<file path="src/ssq_pkg.sv">
// Constants shared by the serial converter sequencer and its approximation register
package ssq_pkg;
  // Result width and code layout
  localparam int RES_W = 10;
  localparam int IDX_W = 4;
  localparam logic [IDX_W-1:0] MSB_IDX = 4'h9;
  localparam logic [RES_W-1:0] MSB_TRIAL = 10'h200;
  localparam logic [RES_W-1:0] CODE_RST = 10'h000;

  // Conversion cycle layout, in conversion clocks counted from 1
  localparam int CNT_W = 4;
  localparam logic [CNT_W-1:0] CYC_NONE = 4'h0;
  localparam logic [CNT_W-1:0] CYC_FIRST = 4'h1;
  localparam logic [CNT_W-1:0] CYC_CAL_LAST = 4'h2;
  localparam logic [CNT_W-1:0] CYC_SAMPLE = 4'h3;
  localparam logic [CNT_W-1:0] CYC_BIT_FIRST = 4'h4;
  localparam logic [CNT_W-1:0] CYC_BIT_LAST = 4'hD;
  localparam logic [CNT_W-1:0] CYC_LEN = 4'hE;

  // Sequencer states, one-hot
  typedef enum logic [1:0] {
    SSQ_IDLE = 2'b01,
    SSQ_CONV = 2'b10
  } ssq_state_e;
endpackage : ssq_pkg

</file>
<file path="src/ssq_sar.sv">
// Successive-approximation register: trial code and decided bits
`timescale 1ns/100ps
module ssq_sar (
  // Clock, reset, enable
  input wire logic clk,
  input wire logic sys_rst,
  input wire logic ce,
  // Control from the sequencer
  input wire logic load,
  input wire logic decide,
  input wire logic cmp_above,
  // Trial code to the DAC, and end of approximation
  output logic [ssq_pkg::RES_W-1:0] code_r,
  output logic done_r
);
  import ssq_pkg::*;

  logic [IDX_W-1:0] idx_r;

  // Load starts with only the top trial bit set; each decision keeps or drops
  // the current bit and raises the next lower one
  always_ff @(posedge clk or posedge sys_rst) begin
    if (sys_rst) begin
      code_r <= CODE_RST;
      idx_r <= MSB_IDX;
      done_r <= 1'b0;
    end else if (ce) begin
      if (load) begin
        code_r <= MSB_TRIAL;
        idx_r <= MSB_IDX;
        done_r <= 1'b0;
      end else if (decide && !done_r) begin
        code_r[idx_r] <= cmp_above;
        if (idx_r != '0) begin
          code_r[IDX_W'(idx_r - 4'h1)] <= 1'b1;
          idx_r <= IDX_W'(idx_r - 4'h1);
        end else begin
          done_r <= 1'b1; // Lowest bit decided
        end
      end
    end
  end
endmodule : ssq_sar

</file>
<file path="src/ssq_sequencer.sv">
// Conversion sequencer and serial result output of a 10-bit SAR converter
`timescale 1ns/100ps
module ssq_sequencer (
  // System clock, reset, enable
  input wire logic clk,
  input wire logic sys_rst,
  input wire logic ce,
  // Host side pins, already synchronous to clk
  input wire logic conv_clk,
  input wire logic conversion_start_n,
  // Analog front end
  input wire logic cmp_above,
  output logic [ssq_pkg::RES_W-1:0] dac_code,
  output logic cal_en_r,
  output logic hold_r,
  // Serial data pin
  output logic data_out_r,
  output logic data_oe_r,
  // Status and parallel result
  output logic busy_r,
  output logic [ssq_pkg::RES_W-1:0] result_r,
  output logic result_valid_r
);
  import ssq_pkg::*;

  // True for the conversion clocks whose falling edge decides a bit
  // (clocks 4 to 13; the falling edge of clock 14 only closes the cycle)
  function automatic logic in_bit_window(input logic [CNT_W-1:0] n);
    in_bit_window = (n >= CYC_BIT_FIRST) && (n <= CYC_BIT_LAST);
  endfunction : in_bit_window

  ssq_state_e state_r;
  logic [CNT_W-1:0] clk_no_r;
  logic conv_prev_r;
  logic chain_r;
  logic rise;
  logic fall;
  logic start_cycle;
  logic sar_load;
  logic sar_decide;
  logic lsb_end;
  logic cycle_exit;
  logic [RES_W-1:0] sar_code;

  // Edges of the host conversion clock seen in the system clock domain
  assign rise = conv_clk & ~conv_prev_r;
  assign fall = ~conv_clk & conv_prev_r;

  // A cycle opens on a rise when idle with start low, or when chained
  assign start_cycle = rise && (((state_r == SSQ_IDLE) && !conversion_start_n)
                       || ((state_r == SSQ_CONV) && (clk_no_r == CYC_LEN)));
  assign sar_load = start_cycle;
  assign sar_decide = fall && (state_r == SSQ_CONV) && in_bit_window(clk_no_r);

  // Leading edge of clock 14 ends the LSB; its falling edge closes a single-shot
  // cycle. Several processes act on both, so they are decoded once here and
  // cannot drift apart
  assign lsb_end = rise && (state_r == SSQ_CONV) && (clk_no_r == CYC_BIT_LAST);
  assign cycle_exit = fall && (state_r == SSQ_CONV) && (clk_no_r == CYC_LEN)
                      && !chain_r && conversion_start_n;

  // Previous sample of the host clock. Each host clock phase must last at
  // least one system clock or an edge is missed; that is the price of
  // running everything on one clock instead of on the host clock itself
  always_ff @(posedge clk or posedge sys_rst) begin
    if (sys_rst) begin
      conv_prev_r <= 1'b0;
    end else if (ce) begin
      conv_prev_r <= conv_clk;
    end
  end

  // Sequencer state and conversion clock count; the count only advances on
  // host clock edges, so a stopped clock between cycles costs nothing.
  // A clock stopped inside a cycle freezes the count where it stands, since
  // no timer runs here; the cycle resumes on the next edge
  always_ff @(posedge clk or posedge sys_rst) begin
    if (sys_rst) begin
      state_r <= SSQ_IDLE;
      clk_no_r <= CYC_NONE;
    end else if (ce) begin
      unique case (state_r)
        SSQ_IDLE: begin
          if (start_cycle) begin
            state_r <= SSQ_CONV;
            clk_no_r <= CYC_FIRST;
          end
        end
        SSQ_CONV: begin
          if (start_cycle) begin
            clk_no_r <= CYC_FIRST;
          end else if (rise && clk_no_r < CYC_LEN) begin
            clk_no_r <= CNT_W'(clk_no_r + 4'h1);
          end else if (cycle_exit) begin
            state_r <= SSQ_IDLE;
            clk_no_r <= CYC_NONE;
          end
        end
        default: begin
          state_r <= SSQ_IDLE;
          clk_no_r <= CYC_NONE;
        end
      endcase
    end
  end

  // Remember a start request seen during clock 14, up to its trailing edge.
  // A short low pulse inside clock 14 must still chain the next cycle, even
  // though the line is high again when the clock falls
  always_ff @(posedge clk or posedge sys_rst) begin
    if (sys_rst) begin
      chain_r <= 1'b0;
    end else if (ce) begin
      if (start_cycle) begin
        chain_r <= 1'b0;
      end else if (state_r == SSQ_CONV && clk_no_r == CYC_LEN && !conversion_start_n) begin
        chain_r <= 1'b1;
      end
    end
  end

  // Calibration over the first two clocks, hold from the third falling edge
  // until clock 14 opens, when tracking for the next sample resumes
  always_ff @(posedge clk or posedge sys_rst) begin
    if (sys_rst) begin
      cal_en_r <= 1'b0;
      hold_r <= 1'b0;
    end else if (ce) begin
      if (start_cycle) begin
        cal_en_r <= 1'b1;
        hold_r <= 1'b0;
      end else if (state_r == SSQ_CONV) begin
        if (rise && clk_no_r == CYC_CAL_LAST) begin
          cal_en_r <= 1'b0;
        end
        if (fall && clk_no_r == CYC_SAMPLE) begin
          hold_r <= 1'b1;
        end else if (lsb_end) begin
          hold_r <= 1'b0;
        end
      end else begin
        cal_en_r <= 1'b0;
        hold_r <= 1'b0;
      end
    end
  end

  // Serial data pin. Each bit is the comparator decision taken at the same
  // falling edge, so the pin never waits on the SAR register; the LSB is cut
  // at the leading edge of clock 14, one clock before the next cycle may begin
  // (the host must catch it within that one low phase)
  always_ff @(posedge clk or posedge sys_rst) begin
    if (sys_rst) begin
      data_out_r <= 1'b0;
      data_oe_r <= 1'b0;
    end else if (ce) begin
      if (start_cycle) begin
        data_out_r <= 1'b0;
        data_oe_r <= 1'b1;
      end else if (sar_decide) begin
        data_out_r <= cmp_above;
      end else if (lsb_end) begin
        data_out_r <= 1'b0;
      end else if (cycle_exit) begin
        data_oe_r <= 1'b0;
      end
    end
  end

  // Status and parallel copy of the finished result. busy_r also covers the
  // start edge itself, so it rises with data_oe_r and cal_en_r when a cycle opens from idle
  always_ff @(posedge clk or posedge sys_rst) begin
    if (sys_rst) begin
      busy_r <= 1'b0;
      result_r <= CODE_RST;
      result_valid_r <= 1'b0;
    end else if (ce) begin
      busy_r <= (state_r == SSQ_CONV) || start_cycle;
      result_valid_r <= 1'b0;
      if (sar_decide && clk_no_r == CYC_BIT_LAST) begin
        result_r <= {sar_code[RES_W-1:1], cmp_above};
        result_valid_r <= 1'b1;
      end
    end
  end

  // Trial code register; the DAC follows it directly. Its end flag is left
  // open: the conversion clock count already marks the last decision
  ssq_sar u_sar (
    .clk(clk),
    .sys_rst(sys_rst),
    .ce(ce),
    .load(sar_load),
    .decide(sar_decide),
    .cmp_above(cmp_above),
    .code_r(sar_code),
    .done_r()
  );

  assign dac_code = sar_code;

endmodule : ssq_sequencer

</file>
<file path="config.mk">
export PLATFORM = sky130hd
export DESIGN_NAME = ssq_sequencer
export DESIGN_NICKNAME = d
export VERILOG_FILES = /design/src/ssq_pkg.sv /design/src/ssq_sar.sv /design/src/ssq_sequencer.sv
export SDC_FILE = /design/constraint.sdc
export NUM_CORES = 1
export LEC_CHECK = 0
export BUFFER_PORTS_ARGS = -buffer_cell sky130_fd_sc_hd__buf_2
export CAP_MARGIN = 25
export CORE_MARGIN = 1.5
export CORE_UTILIZATION = 57
export CTS_CLUSTER_SIZE = 12
export DETAILED_ROUTE_END_ITERATION = 8
export PLACE_DENSITY = 0.87
export SLEW_MARGIN = 15
export SYNTH_ARGS = -nofsm -noshare
export SYNTH_HDL_FRONTEND = slang
export SYNTH_SLANG_ARGS = --single-unit
</file>
<file path="constraint.sdc">
create_clock -name clk -period 2.5 [get_ports clk]
set_input_delay 0.25 -clock clk [delete_from_list [all_inputs] [get_ports clk]]
set_output_delay 0.25 -clock clk [all_outputs]
set_load 0.05 [all_outputs]
</file>
-- Word level (Yosys, flattened, before mapping)
Index checks and enable logic that the tools add are counted.
- register bits: 39
- input port bits: 6
- logic and storage cells: 125
- add/subtract/negate cells: 2
- magnitude comparators: 7
- equality and inequality tests: 16
- mux-type cells: 40
- bitwise gates (word level): 5
- reductions and logical operators: 41
- operator list (kind ; number):
    2-to-1 mux 10 bit ; 3
    2-to-1 mux 4 bit ; 7
    2-to-1 mux 1 bit ; 21
    logical AND 1 bit ; 19
    != test 2 bit (second input constant) ; 7
    AND reduction 2 bit ; 6
    bitwise mux 10 bit ; 1
    less-than comparator 4 x 5 -> 1 bit (second input constant) ; 2
    OR 10 bit ; 1
    AND reduction 3 bit ; 3
    demux 1 bit (select 4 bit) ; 2
    == test 4 x 2 -> 1 bit (second input constant) ; 2
    == test 4 bit (second input constant) ; 2
    >= comparator 4 x 1 -> 1 bit (second input constant) ; 2
    2-to-1 mux 2 bit ; 4
    != test 4 x 3 -> 1 bit (second input constant) ; 2
    case mux 4 bit (2 select lines) ; 1
    nonzero test 2 bit ; 4
    AND reduction 5 bit ; 1
    adder 4 x 1 -> 4 bit (second input constant) ; 1
    >= comparator 4 x 3 -> 1 bit (second input constant) ; 1
    less-or-equal comparator 4 bit (second input constant) ; 1
    less-than comparator 4 bit (second input constant) ; 1
    case mux 2 bit (2 select lines) ; 1
    11 further kinds ; 16

-- Logic depth before layout (Yosys ltp)
- depth in word-level cells: 10
- depth in mapped cells: 9
- depth with buffers taken out: 7

-- Hierarchy
From an unflattened synthesis, not the netlist that was laid out.
- cells, all modules: 239
- area, all modules: 2341.0 um^2
- modules (own cells, without submodules) (module ; instances ; cells an instance ; area an instance (um^2) ; sequential area each (um^2)):
    ssq_sequencer ; 1 ; 119 ; 1278.7 ; 601.8
    ssq_sar ; 1 ; 120 ; 1062.3 ; 377.9

-- Worst setup path before layout
No wires, ideal clock.
- path kind: register to register
- from: register state_r[0]
- to: register u_sar.idx_r[3]
- arrival: 1.768 ns
- required time: 2.417 ns
- path slack: 0.649 ns
- cell stages (with the launch flop): 9
- buffers on the path: 2
- clock period less this slack: 1.851 ns
- path through: dfstp_2 -> inv_1 -> ha_1 -> buf_4 -> and4bb_4 -> a22o_1 -> buf_6 -> o22a_1 -> o32a_1
- longest elaborated chain between the ends: 6
- elaborated cells on any way between the ends: 13
- those cells by class: eq/ne (2); mux (1); reduce/logical (10)
- ends and longest elaborated chain (what ; line ; source):
    start: declaration ; ssq_sequencer.sv:32 ; ssq_state_e state_r;
    start signal: assignment ; ssq_sequencer.sv:79 ; state_r <= SSQ_IDLE;
    start signal: assignment ; ssq_sequencer.sv:85 ; state_r <= SSQ_CONV;
    start signal: assignment ; ssq_sequencer.sv:95 ; state_r <= SSQ_IDLE;
    == test 2 x 1 -> 1 bit / == test 2 bit (equally long branches) ; ssq_sequencer.sv:50, ssq_sequencer.sv:51, ssq_sequencer.sv:53 ;
    logical AND 1 bit, on equally long branches ; ssq_sequencer.sv:50, ssq_sequencer.sv:51, ssq_sequencer.sv:53 ;
    logical OR 1 bit / logical AND 1 bit (equally long branches) ; ssq_sequencer.sv:51, ssq_sequencer.sv:53 ;
    logical AND 1 bit, on equally long branches ; ssq_sequencer.sv:50, ssq_sar.sv:32 ;
    nonzero test 2 bit (no source line) ; n/a ;
    AND reduction 3 bit (no source line) ; n/a ;
    end signal: assignment ; ssq_sar.sv:36 ; idx_r <= IDX_W'(idx_r - 4'h1);
    end: declaration ; ssq_sar.sv:18 ; logic [IDX_W-1:0] idx_r;
Parallel ways exist; a longest one is shown, timed or not.
A chain may end at the register's enable or synchronous reset.

-- Worst setup path in the final report
- from: register state_r[0]
- to: register u_sar.code_r[9] (netlist bit)
- longest elaborated chain between the ends: 6
- elaborated cells on any way between the ends: 12
- those cells by class: eq/ne (2); mux (1); reduce/logical (9)
- ends and longest elaborated chain (what ; line ; source):
    == test 2 x 1 -> 1 bit / == test 2 bit (equally long branches) ; ssq_sequencer.sv:50, ssq_sequencer.sv:51, ssq_sequencer.sv:53 ;
    logical AND 1 bit, on equally long branches ; ssq_sequencer.sv:50, ssq_sequencer.sv:51, ssq_sequencer.sv:53 ;
    logical OR 1 bit / logical AND 1 bit (equally long branches) ; ssq_sequencer.sv:51, ssq_sequencer.sv:53 ;
    logical AND 1 bit, on equally long branches ; ssq_sequencer.sv:50, ssq_sar.sv:32 ;
    nonzero test 2 bit (no source line) ; n/a ;
    AND reduction 2 bit (no source line) ; n/a ;
    end signal: indexed assignment ; ssq_sar.sv:33 ; code_r[idx_r] <= cmp_above;
    end: declaration ; ssq_sar.sv:13 ; output logic [ssq_pkg::RES_W-1:0] code_r,
Parallel ways exist; a longest one is shown, timed or not.

==> key figures <==
Synthesis
  • Net count after synthesis: 260
  • Area contributors post-synth: dfrtp_1 39%, ha_1 6.0%, mux2_2 5.4%, a21oi_1 4.8%, nand2_1 4.2%
  • Mapped Area: 2302 um2
  • Dominant synthesized flop cell: dfrtp_1
  • Synth cell types: 53
  • Post-Syn Instances: 243
  • Synthesized area per cell: 9.474 um2
  • FF+latch count, synth: 39
  • Sequential share of the synthesized area: 42.55%
  • Leading area contributor after synthesis: dfrtp_1
  • Number of synthesized flops with an enable pin: 0
  • Synth top area share: 39.13%
  • Synth warn: 0
  • Asr flop ratio synth: 100.0%

Worst setup path
  • Worst Reg2Reg Path Length in Cells: 7
  • Crit Path Class: flip-flop to flip-flop
  • Endpoint type of the worst setup path: flip-flop
  • Slowest cell on the critical path: nand4_1
  • CP bufs+invs: 1
  • WP data arrival: 2.36 ns
  • Critical R2R Capture: u_sar.code_r[9]$_DFFE_PP0P_
  • Worst path required time: 2.72 ns
  • Cells along the critical path: inv_1 -> ha_1 -> and3b_1 -> nand4_1 -> nand2_1 -> o21ai_0 -> a21oi_1
  • Crit-path max cell delay: between 0.4 and 0.5 ns
  • Critical path's top delay family: simple AND/OR/NAND/NOR gates
  • Crit Path Max Fanout: 12
  • R2r startpoint: state_r[0]$_DFFE_PP1P_
  • R2R setup slack: 0.37 ns
  • Startpoint Class: flip-flop

Route
  • DR vias: about 2000
  • Drt drc: 0
  • Routed WL per cell: 16.47 um
  • Antenna Violating Nets Remaining: 0
  • Drt total wl: 5.238 mm
  • Initial DRC Count: 230
  • 1st-pass router iterations: 5
  • Vias per cell: a little over 6

Timing
  • Final Hold Fails: 0
  • RSZ-0062 raised after global routing: no
  • Final setup viols: 0
  • Post-layout minimum cycle time: 2.134 ns
  • Tcrit/Tclk final: between 80 and 90%
  • Max Freq: 0.4686 GHz
  • Slew at the pin with the worst max-slew slack: 0.5875 ns
  • Rel. slew slack: 60.47%
  • Pins over their slew limit: 0
  • Post-Route Skew: 0.009041 ns
  • Fin Setup TNS: 0 ns

Floorplan
  • I/O pin count: 32
  • Die Y-Extent: between 60 and 70 um
  • Core ar.: roughly 3800 um2
  • # rows: 22
  • Die area: between 4000 and 5000 um2
  • Die W: between 60 and 70 um
  • Starting Density: 61.05%

Pwr
  • PwrDens: 809.8 nW/um2
  • Worst vdd ir: 0.0004961 V
  • Leak pwr: 1.289 nW

Min path
  • Worst hold path class: primary input to asynchronous set/reset pin

Finish
  • Final cell count without fillers: 318
  • Final core occ: 68.18%
  • Most frequent cells in the layout: 36 x dfrtp_1, 31 x buf_2, 26 x nand2_1
  • Fraction of layout cells with a size suffix above 1: between 20% and 30%
  • Diodes inserted: 0
  • Fillers: between 300 and 400
  • Syn-to-layout area delta: 11.68%
  • Commonest non-fill, non-tap cell in the layout: dfrtp_1
  • Layout net count: 286

Global routing
  • Vias in the first global route: between 1500 and 2000
  • Largest net degree at the start of global routing: 40
  • Gr ovfl total: 0
  • First-pass GRT wire length: between 8 and 9 mm
  • GRT Util Overall: 25.68%
  • Initial antenna violation count: 0

Run
  • Max Cap Viol: 0

Placement
  • Port Buffer Count: 31
  • Placer Congestion: approximately 0.91
  • Cells after DPL: between 300 and 400
  • HPWL after DPL: 3.720 mm

Clocking
  • Number of gates resized after CTS: 0
  • Clock Latency Late Sink: 0.30 ns
  • H-tree depth: 2
  • Worst-path clk slew: ~0.08 ns
  • Post CTS Setup Buffer Count: 0
  • CTS tree: done
  • Max clock buf depth: 2
  • Hold buffer count at cts: 0
  • Clk sinks: 39
  • Root buf cell: clkbuf_8
  • Total CTS buffers: 5

Run status
  • Status: finished, final reports clean
-- power breakdown --
| group | internal [mW] | switching, mW |
|---|---|---|
| registers | 0.719 | 0.0980 |
| clock network | 0.323 | 0.226 |
| logic | 0.250 | 0.466 |
| total | 1.29 | 0.790 |
-- stage by stage --
stage	hold WS [ns]	setup slack (ns)	power, mW	cell area [um2]
detailed placement	0.3874	0.4644	1.520	2454
floorplan	0.4016	0.6489	1.365	2302
global route	0.1160	0.1452	2.183	2571
CTS	0.06589	0.4237	2.071	2571
global placement	0.3856	0.4785	1.505	2454
finish	0.04737	0.3660	2.082	2571
-- tightest hold or removal path, delay by kind of cell --
family   cells  cell delay, ns
buf+inv      3            0.54
-- Yosys cell counts (4+ instances only) --
cell type	number
mux2i_1	4
a21oi_1	22
a31oi_1	5
mux2_2	11
and3_1	4
nor3_1	4
ha_1	11
nand2_1	26
nor2_1	18
nor4_1	4
o21ai_0	15
nand2b_1	6
inv_1	12
dfrtp_1	36
buf_2	6
-- worst max path at each step --
stage	startpoint	end	slack [ns]	depth (start not counted)
finish	state_r[0]$_DFFE_PP1P_	u_sar.code_r[9]$_DFFE_PP0P_	0.37	7
global route	state_r[0]$_DFFE_PP1P_	u_sar.code_r[4]$_DFFE_PP0P_	0.15	7
CTS	state_r[0]$_DFFE_PP1P_	u_sar.code_r[9]$_DFFE_PP0P_	0.42	7
global placement	state_r[0]$_DFFE_PP1P_	u_sar.code_r[8]$_DFFE_PP0P_	0.48	7
floorplan	state_r[0]$_DFFE_PP1P_	u_sar.idx_r[3]$_DFFE_PP1P_	0.65	8
detailed placement	state_r[0]$_DFFE_PP1P_	u_sar.idx_r[1]$_DFFE_PP0P_	0.46	6
-- metal layers --
layer,up-vias,global-route usage (%),part of all wire (%)
li1,923,-,-
met1,924,36.21,47
met2,100,39.00,44
met3,11,4.561,7.0
met4,0,10.46,2.0
met5,-,0,0
-- cell families (layout without fill, tap and decap cells) --
logic type      count (synthesis)  in the layout  synth area share (%)
mux                            15             15                 7.120
flops                          39             39                 42.55
buf+inv                        26             53                 5.380
compound gates                 62             62                 17.23
fa+ha+maj                      11             11                 5.978
xor+xnor                        1              1                0.3805
simple gates                   89             89                 21.36
-- sequential cells by signal, summed over array words and instances (netlist names), 2 cells and up --
name          count
clk_no_r          4
state_r           2
u_sar.idx_r       4
u_sar.code_r     10
result_r         10
-- area by class of cell --
type	count	area, um2	share of cell area (%)
clock buffers	6	82.58	3.212
clock inverters	2	35.03	1.363
inverters	12	45.04	1.752
multi-input cells	178	1199	46.62
flip-flops and latches	39	979.7	38.10
well taps	48	60.06	2.336
repair buffers	33	170.2	6.618
No activity file was read; power rests on OpenSTA's default activity.
